## config.mk

```make
export PLATFORM = sky130hd
export DESIGN_NAME = lsg_top
export DESIGN_NICKNAME = d
export VERILOG_FILES = /design/src/lsg_pkg.sv /design/src/lsg_sync_if.sv /design/src/lsg_top.sv /design/src/lsg_sync.sv
export VERILOG_INCLUDE_DIRS = /design/src
export SDC_FILE = /design/constraint.sdc
export NUM_CORES = 1
export LEC_CHECK = 0
export BUFFER_PORTS_ARGS = -buffer_cell sky130_fd_sc_hd__buf_2
export CAP_MARGIN = 40
export CORE_MARGIN = 5
export CORE_UTILIZATION = 30
export DETAILED_ROUTE_END_ITERATION = 10
export PLACE_DENSITY_LB_ADDON = 0.25
export SKIP_CTS_REPAIR_TIMING = 1
export SYNTH_ARGS = -nofsm -noshare
export SYNTH_HDL_FRONTEND = slang
export SYNTH_SLANG_ARGS = --single-unit
```

## constraint.sdc

```tcl
create_clock -name aclk -period 1.8 [get_ports aclk]
set_clock_uncertainty 0.05 [all_clocks]
set_input_delay 0.36 -clock aclk [delete_from_list [all_inputs] [get_ports aclk]]
set_output_delay 0.36 -clock aclk [all_outputs]
set_load 0.005 [all_outputs]
```

## src/lsg_regs.svh

```systemverilog
`ifndef LSG_REGS_SVH
`define LSG_REGS_SVH

// Register byte offsets
`define LSG_OFS_STATUS 8'h00
`define LSG_OFS_CONFIG 8'h04

// Status field positions
`define LSG_ST_FLAG 0
`define LSG_ST_RESET 1
`define LSG_ST_LOCKED 2
`define LSG_ST_ACTIVE 3

// Configuration field positions
`define LSG_CFG_PWR_DIS 0
`define LSG_CFG_RST_DIS 1
`define LSG_CFG_STOP_EN 2
`define LSG_CFG_TRIP_SEL 3
`define LSG_CFG_W 4

// Reset values
`define LSG_CFG_RESET 4'h0
`define LSG_FLAG_RESET 1'b0

// Synchroniser depth
`define LSG_SYNC_STAGES 2

// AXI responses
`define LSG_RESP_OKAY 2'h0
`define LSG_RESP_SLVERR 2'h2

`endif

```

## src/lsg_pkg.sv

```systemverilog
`default_nettype none

package lsg_pkg;

   typedef enum logic {
      LSG_MON_RUN,
      LSG_MON_RESET
   } lsg_mon_state_t;

   typedef logic [1:0] lsg_resp_t;

endpackage : lsg_pkg

`default_nettype wire

```

## src/lsg_sync_if.sv

```systemverilog
`timescale 1ns/1ns
`default_nettype none

interface lsg_sync_if;
   logic below_fall;
   logic above_rise;

   modport src (output below_fall, output above_rise);
   modport dst (input below_fall, input above_rise);
endinterface : lsg_sync_if

`default_nettype wire

```

## src/lsg_top.sv

```systemverilog
// The implementer's own choices: the placing of the registers and register access over AXI4-Lite.
`timescale 1ns/1ns
`default_nettype none
`include "lsg_regs.svh"

module lsg_top (
   // Clock, reset, enable
   input wire logic aclk,
   input wire logic aresetn,
   input wire logic ce,
   // AXI4-Lite write address
   input wire logic awvalid,
   output logic awready,
   input wire logic [7:0] awaddr,
   input wire logic [2:0] awprot,
   // AXI4-Lite write data
   input wire logic wvalid,
   output logic wready,
   input wire logic [31:0] wdata,
   input wire logic [3:0] wstrb,
   // AXI4-Lite write response
   output logic bvalid,
   input wire logic bready,
   output logic [1:0] bresp,
   // AXI4-Lite read address
   input wire logic arvalid,
   output logic arready,
   input wire logic [7:0] araddr,
   input wire logic [2:0] arprot,
   // AXI4-Lite read data
   output logic rvalid,
   input wire logic rready,
   output logic [31:0] rdata,
   output logic [1:0] rresp,
   // Comparator
   input wire logic raw_below_fall,
   input wire logic raw_above_rise,
   output logic trip_range_select,
   output logic monitor_enable,
   // Low-power modes
   input wire logic wait_mode,
   input wire logic stop_mode,
   // System reset request
   output logic reset_request
);

   ////////////////////////////////////////////////////////////////////////
   // Synchroniser
   lsg_sync_if sif ();

   lsg_sync #(
      .STAGES(`LSG_SYNC_STAGES)
   ) u_sync (
      .aclk(aclk),
      .aresetn(aresetn),
      .ce(ce),
      .raw_below_fall(raw_below_fall),
      .raw_above_rise(raw_above_rise),
      .sif(sif)
   );

   ////////////////////////////////////////////////////////////////////////
   // Declarations
   logic aw_have_q, aw_have_d;
   logic [7:0] awaddr_q, awaddr_d;
   logic w_have_q, w_have_d;
   logic [31:0] wdata_q, wdata_d;
   logic [3:0] wstrb_q, wstrb_d;
   logic bvalid_q, bvalid_d;
   lsg_pkg::lsg_resp_t bresp_q, bresp_d;
   logic rvalid_q, rvalid_d;
   logic [31:0] rdata_q, rdata_d;
   lsg_pkg::lsg_resp_t rresp_q, rresp_d;

   logic [`LSG_CFG_W-1:0] cfg_q, cfg_d;
   logic locked_q, locked_d;
   logic flag_q, flag_d;
   lsg_pkg::lsg_mon_state_t state_q, state_d;

   logic do_write;
   logic cfg_wr;
   logic active;
   logic reset_ok;
   logic [7:0] status_byte;
   logic [7:0] wr_word;
   logic unused_ok;

   assign unused_ok = &{1'b0, awprot, arprot, wait_mode, awaddr_q[1:0], wdata_q[31:4], wstrb_q[3:1]};

   ////////////////////////////////////////////////////////////////////////
   // Bus handshakes
   assign awready = ce & ~aw_have_q & ~bvalid_q;
   assign wready = ce & ~w_have_q & ~bvalid_q;
   assign arready = ce & ~rvalid_q;
   assign bvalid = bvalid_q;
   assign bresp = bresp_q;
   assign rvalid = rvalid_q;
   assign rdata = rdata_q;
   assign rresp = rresp_q;

   assign do_write = aw_have_q & w_have_q & ~bvalid_q;
   assign wr_word = {awaddr_q[7:2], 2'h0};
   assign cfg_wr = ce & do_write & (wr_word == `LSG_OFS_CONFIG) & wstrb_q[0] & ~locked_q;

   ////////////////////////////////////////////////////////////////////////
   // Monitor activity
   // Wait mode does not stop the monitor; stop mode needs stop enable
   assign active = ~cfg_q[`LSG_CFG_PWR_DIS] & (~stop_mode | cfg_q[`LSG_CFG_STOP_EN]);
   assign reset_ok = active & ~cfg_q[`LSG_CFG_RST_DIS];
   assign monitor_enable = active;
   assign trip_range_select = cfg_q[`LSG_CFG_TRIP_SEL];

   assign status_byte = {4'h0, active, locked_q, state_q == lsg_pkg::LSG_MON_RESET, flag_q};

   ////////////////////////////////////////////////////////////////////////
   // Bus slave
   always_comb
   begin
      aw_have_d = aw_have_q;
      awaddr_d = awaddr_q;
      w_have_d = w_have_q;
      wdata_d = wdata_q;
      wstrb_d = wstrb_q;
      bvalid_d = bvalid_q;
      bresp_d = bresp_q;
      rvalid_d = rvalid_q;
      rdata_d = rdata_q;
      rresp_d = rresp_q;
      if (awvalid && awready)
      begin
         aw_have_d = 1'b1;
         awaddr_d = awaddr;
      end
      if (wvalid && wready)
      begin
         w_have_d = 1'b1;
         wdata_d = wdata;
         wstrb_d = wstrb;
      end
      if (do_write)
      begin
         aw_have_d = 1'b0;
         w_have_d = 1'b0;
         bvalid_d = 1'b1;
         if (wr_word == `LSG_OFS_CONFIG)
            bresp_d = `LSG_RESP_OKAY;
         else
            bresp_d = `LSG_RESP_SLVERR;
      end
      else if (bvalid_q && bready)
      begin
         bvalid_d = 1'b0;
      end
      if (arvalid && arready)
      begin
         rvalid_d = 1'b1;
         case ({araddr[7:2], 2'h0})
            `LSG_OFS_STATUS:
            begin
               rdata_d = {24'h000000, status_byte};
               rresp_d = `LSG_RESP_OKAY;
            end
            `LSG_OFS_CONFIG:
            begin
               rdata_d = {28'h0000000, cfg_q};
               rresp_d = `LSG_RESP_OKAY;
            end
            default:
            begin
               rdata_d = 32'h00000000;
               rresp_d = `LSG_RESP_SLVERR;
            end
         endcase
      end
      else if (rvalid_q && rready)
      begin
         rvalid_d = 1'b0;
      end
   end

   always_ff @(posedge aclk)
   begin
      if (!aresetn)
      begin
         aw_have_q <= 1'b0;
         awaddr_q <= 8'h00;
         w_have_q <= 1'b0;
         wdata_q <= 32'h00000000;
         wstrb_q <= 4'h0;
         bvalid_q <= 1'b0;
         bresp_q <= `LSG_RESP_OKAY;
         rvalid_q <= 1'b0;
         rdata_q <= 32'h00000000;
         rresp_q <= `LSG_RESP_OKAY;
      end
      else if (ce)
      begin
         aw_have_q <= aw_have_d;
         awaddr_q <= awaddr_d;
         w_have_q <= w_have_d;
         wdata_q <= wdata_d;
         wstrb_q <= wstrb_d;
         bvalid_q <= bvalid_d;
         bresp_q <= bresp_d;
         rvalid_q <= rvalid_d;
         rdata_q <= rdata_d;
         rresp_q <= rresp_d;
      end
   end

   ////////////////////////////////////////////////////////////////////////
   // Write-once configuration
   always_comb
   begin
      cfg_d = cfg_q;
      locked_d = locked_q;
      if (cfg_wr)
      begin
         cfg_d = wdata_q[`LSG_CFG_W-1:0];
         locked_d = 1'b1;
      end
   end

   always_ff @(posedge aclk)
   begin
      if (!aresetn)
      begin
         cfg_q <= `LSG_CFG_RESET;
         locked_q <= 1'b0;
      end
      else if (ce)
      begin
         cfg_q <= cfg_d;
         locked_q <= locked_d;
      end
   end

   ////////////////////////////////////////////////////////////////////////
   // Flag and reset request
   always_comb
   begin
      flag_d = flag_q;
      state_d = state_q;
      if (active)
      begin
         if (sif.below_fall)
            flag_d = 1'b1;
         else if (sif.above_rise)
            flag_d = 1'b0;
      end
      case (state_q)
         lsg_pkg::LSG_MON_RUN:
         begin
            if (reset_ok && sif.below_fall)
               state_d = lsg_pkg::LSG_MON_RESET;
            // The configuration being written decides, not the old one
            else if (cfg_wr && wdata_q[`LSG_CFG_TRIP_SEL] && !wdata_q[`LSG_CFG_PWR_DIS] &&
                     !wdata_q[`LSG_CFG_RST_DIS] && (!stop_mode || wdata_q[`LSG_CFG_STOP_EN]) &&
                     !sif.above_rise)
               state_d = lsg_pkg::LSG_MON_RESET;
         end
         lsg_pkg::LSG_MON_RESET:
         begin
            if (sif.above_rise)
               state_d = lsg_pkg::LSG_MON_RUN;
         end
         default:
         begin
            state_d = lsg_pkg::LSG_MON_RUN;
         end
      endcase
   end

   always_ff @(posedge aclk)
   begin
      if (!aresetn)
      begin
         flag_q <= `LSG_FLAG_RESET;
         state_q <= lsg_pkg::LSG_MON_RUN;
      end
      else if (ce)
      begin
         flag_q <= flag_d;
         state_q <= state_d;
      end
   end

   // The reset request leaves the block; the flag drives no interrupt
   assign reset_request = (state_q == lsg_pkg::LSG_MON_RESET);

endmodule : lsg_top

`default_nettype wire

```

## src/lsg_sync.sv

```systemverilog
`timescale 1ns/1ns
`default_nettype none
`include "lsg_regs.svh"

module lsg_sync #(
   parameter int STAGES = `LSG_SYNC_STAGES
) (
   // Clock, reset, enable
   input wire logic aclk,
   input wire logic aresetn,
   input wire logic ce,
   // Raw comparator levels
   input wire logic raw_below_fall,
   input wire logic raw_above_rise,
   // Synchronised levels
   lsg_sync_if.src sif
);

   logic [1:0] raw;
   logic [1:0] chain_q [STAGES];
   logic [1:0] chain_d [STAGES];

   assign raw = {raw_above_rise, raw_below_fall};

   ////////////////////////////////////////////////////////////////////////
   // Stage 0 reads the raw levels; each later stage reads only the one before it
   genvar s;
   generate
      for (s = 0; s < STAGES; s++)
      begin : g_stage
         always_comb
         begin
            if (s == 0)
               chain_d[s] = raw;
            else
               chain_d[s] = chain_q[(s == 0) ? 0 : s - 1];
         end

         always_ff @(posedge aclk)
         begin
            if (!aresetn)
               chain_q[s] <= 2'h0;
            else if (ce)
               chain_q[s] <= chain_d[s];
         end
      end
   endgenerate

   assign sif.below_fall = chain_q[STAGES-1][0];
   assign sif.above_rise = chain_q[STAGES-1][1];

endmodule : lsg_sync

`default_nettype wire

```

==> results.sh <==
export IMPL_yosysMostFrequentCell="buf_4"
export IMPL_die_h_um=84.06
export IMPL_n_antenna_cell=0
export IMPL_cts_sinks=32
export IMPL_root_buffer="clkbuf_8"
export IMPL_cts_max_level=2
export IMPL_synth_edff_count=4
export IMPL_grt_pass1_vias=1114
export IMPL_vdd_drop_max_uv=275.4
export IMPL_critPathCaptureType="output pin"
export IMPL_clk_insertion_delay_late_ns=0.28
export IMPL_synth_xor_area_share_pct=0
export IMPL_outcome="complete, no violations"
export IMPL_grt_overflow=0
export IMPL_powerDensity_nw_per_um2=788.8
export IMPL_worst_setup_path_type="flip-flop to output pin"
export IMPL_fmaxAchievable_ghz=0.6336
export IMPL_dpl_hpwl_um=2516
export IMPL_ys_ff_latch=32
export IMPL_synthCells=173
export IMPL_clock_tree_buffer_depth=2
export IMPL_worstPathArrival_ns=1.17
export IMPL_gp_congestion=0.7081
export IMPL_core_area_um2=5405
export IMPL_async_flop_share_pct=0
export IMPL_synth_compound_gate_area_share_pct=8.137
export IMPL_grt_total_usage_pct=9.189
export IMPL_hold_viol=0
export IMPL_rsz0062_at_grt="false"
export IMPL_drive_above_1_share_pct=27.65
export IMPL_grt_pass1_wl_um=5237
export IMPL_post_route_util_pct=35.30
export IMPL_first_iter_violations=35
export IMPL_cts_buffers=5
export IMPL_maxCapViolations=0
export IMPL_grt_max_degree=24
export IMPL_antenna_found_initial=0
export IMPL_io_buffers=41
export IMPL_synth_top_area_share_pct=34.07
export IMPL_wl_per_cell_um=11.32
export IMPL_area_growth_pct=15.97
export IMPL_drv_slew=0
export IMPL_dieWidth_um=84.06
export IMPL_synth_cell_types=37
export IMPL_synth_common_cells="buf_4, dfxtp_1, nand2_1, nor2b_1, mux2i_1"
export IMPL_yosysWarnings=0
export IMPL_start_util_pct=30.44
export IMPL_yosys_area_share_simple_pct=26.16
export IMPL_cp_required_ns=1.39
export IMPL_io_pins=114
export IMPL_rows=27
export IMPL_ys_top_cells_by_area="dfxtp_1, buf_4, edfxtp_1, mux2i_1, nor2b_1"
export IMPL_nets=286
export IMPL_p_leak_nw=0.8442
export IMPL_die_area_um2=7065
export IMPL_reg2reg_slack_ns=0.35
export IMPL_start_kind="flip-flop"
export IMPL_layout_min_cycle_time_ns=1.578
export IMPL_vias_per_cell=4.097
export IMPL_yosysSeqAreaShare_pct=41.37
export IMPL_drcViolationCount=0
export IMPL_synth_area_mux_share_pct=8.061
export IMPL_ant_nets=0
export IMPL_synth_top_family_by_area="simple AND/OR/NAND/NOR gates"
export IMPL_min_path_type="input pin to flip-flop"
export IMPL_setup_violations_final=0
export IMPL_synth_fa_ha_area_share_pct=0
export IMPL_crit_fanout=3
export IMPL_cts_tree="built"
export IMPL_synth_avg_cell_area_um2=9.511
export IMPL_synth_largest_area_cell="dfxtp_1"
export IMPL_synth_top_flop_cell="dfxtp_1"
export IMPL_period_share_pct=87.69
export IMPL_clk_pin_slew_ns=0.07
export IMPL_timing_setup_tns_ns=0
export IMPL_wl_um=3271
export IMPL_synth_area_um2=1645
export IMPL_dr_pass1_iters=4
export IMPL_vias=1184
## final timing paths
kind	from	to	cells past startpoint
worst max register to register	bvalid$_SDFFE_PN0P_	wstrb_q[0]$_SDFFE_PN0P_	4
worst min-delay path	awaddr[2]	awaddr_q[2]$_SDFFE_PN0P_	3
worst min register to register	rdata[3]$_SDFFE_PN0P_	rdata[3]$_SDFFE_PN0P_	2
worst max-delay path	cfg_q[2]$_SDFFE_PN0P_	monitor_enable	3
## power by group
group	total (mW)	switching (mW)	internal (mW)
Combinational	0.166	0.0882	0.0779
Sequential	0.771	0.0203	0.751
Clock	0.568	0.263	0.305
## cell type report
type	count	area (um2)
clock buffer	6	82.58
clock inverter	2	10.01
fill	586	3497
inverter	2	7.507
multi-input combinational	131	809.5
sequential	32	680.7
tap	72	90.09
timing repair buffer	44	227.7
## critical path, cell delays in order, from the launching register on
cell and delay, ns:
dfxtp_1 0.35, nand2b_1 0.16, nor2b_1 0.23, buf_2 0.15
## layer usage
metal / track usage (%) / share of wire [%]
met5: 0 / 0
met4: 3.947 / 1.5
met3: 3.751 / 9.3
met2: 13.70 / 44
met1: 11.59 / 45
## kinds of logic (layout without fill, tap and decap cells)
group	count (synthesis)	in the layout
flops	32	32
simple gates	69	69
compound gates	19	19
buf+inv	39	54
mux	13	13
other cells	1	30
## through the flow
stage | total power, mW | std cells | hold WS (ns) | cell area, um2 | setup WS (ns)
final | 1.505 | 289 | 0.2872 | 1908 | 0.2216
after global routing | 1.595 | 289 | 0.2858 | 1908 | 0.1379
after CTS | 1.529 | 289 | 0.2744 | 1908 | 0.1853
after detailed placement | 0.9551 | 281 | 0.4017 | 1815 | 0.2198
after global placement | 0.9527 | 281 | 0.3914 | 1815 | 0.2428
after floorplan | 0.9367 | 202 | 0.3933 | 1754 | 0.4099
## placed cells by master, fill, tap and decap left out
cell,n
buf_2,41
conb_1,30
dfxtp_1,28
nand2_1,16
nor2b_1,14
mux2i_1,11
nand3_1,10
nor2_1,8
a21boi_0,6
clkbuf_8,6
o21ai_0,5
and3_1,4
edfxtp_1,4
nand2b_1,3
nand4b_1,3
buf_4,3
inv_1,2
o211a_1,2
mux2_2,2
clkinv_2,2
nand2b_2,1
and2b_1,1
nor3b_4,1
nor4b_4,1
and4b_4,1
nand4_4,1
nor3b_1,1
and2_0,1
or4_1,1
nor2_4,1
a32oi_1,1
a31oi_1,1
a211oi_1,1
o211ai_1,1
a21oi_1,1
a22o_1,1
nand4_1,1
## flip-flops by register name, summed over array words and instances, names as in the netlist
register        count
awaddr_q            6
cfg_q               4
rdata               4
u_sync.chain_q      4
wdata_q             4
aw_have_q           1
bresp               1
bvalid              1
flag_q              1
locked_q            1
reset_request       1
rresp               1
rvalid              1
w_have_q            1
wstrb_q             1
(Power assumes the default switching activity.)
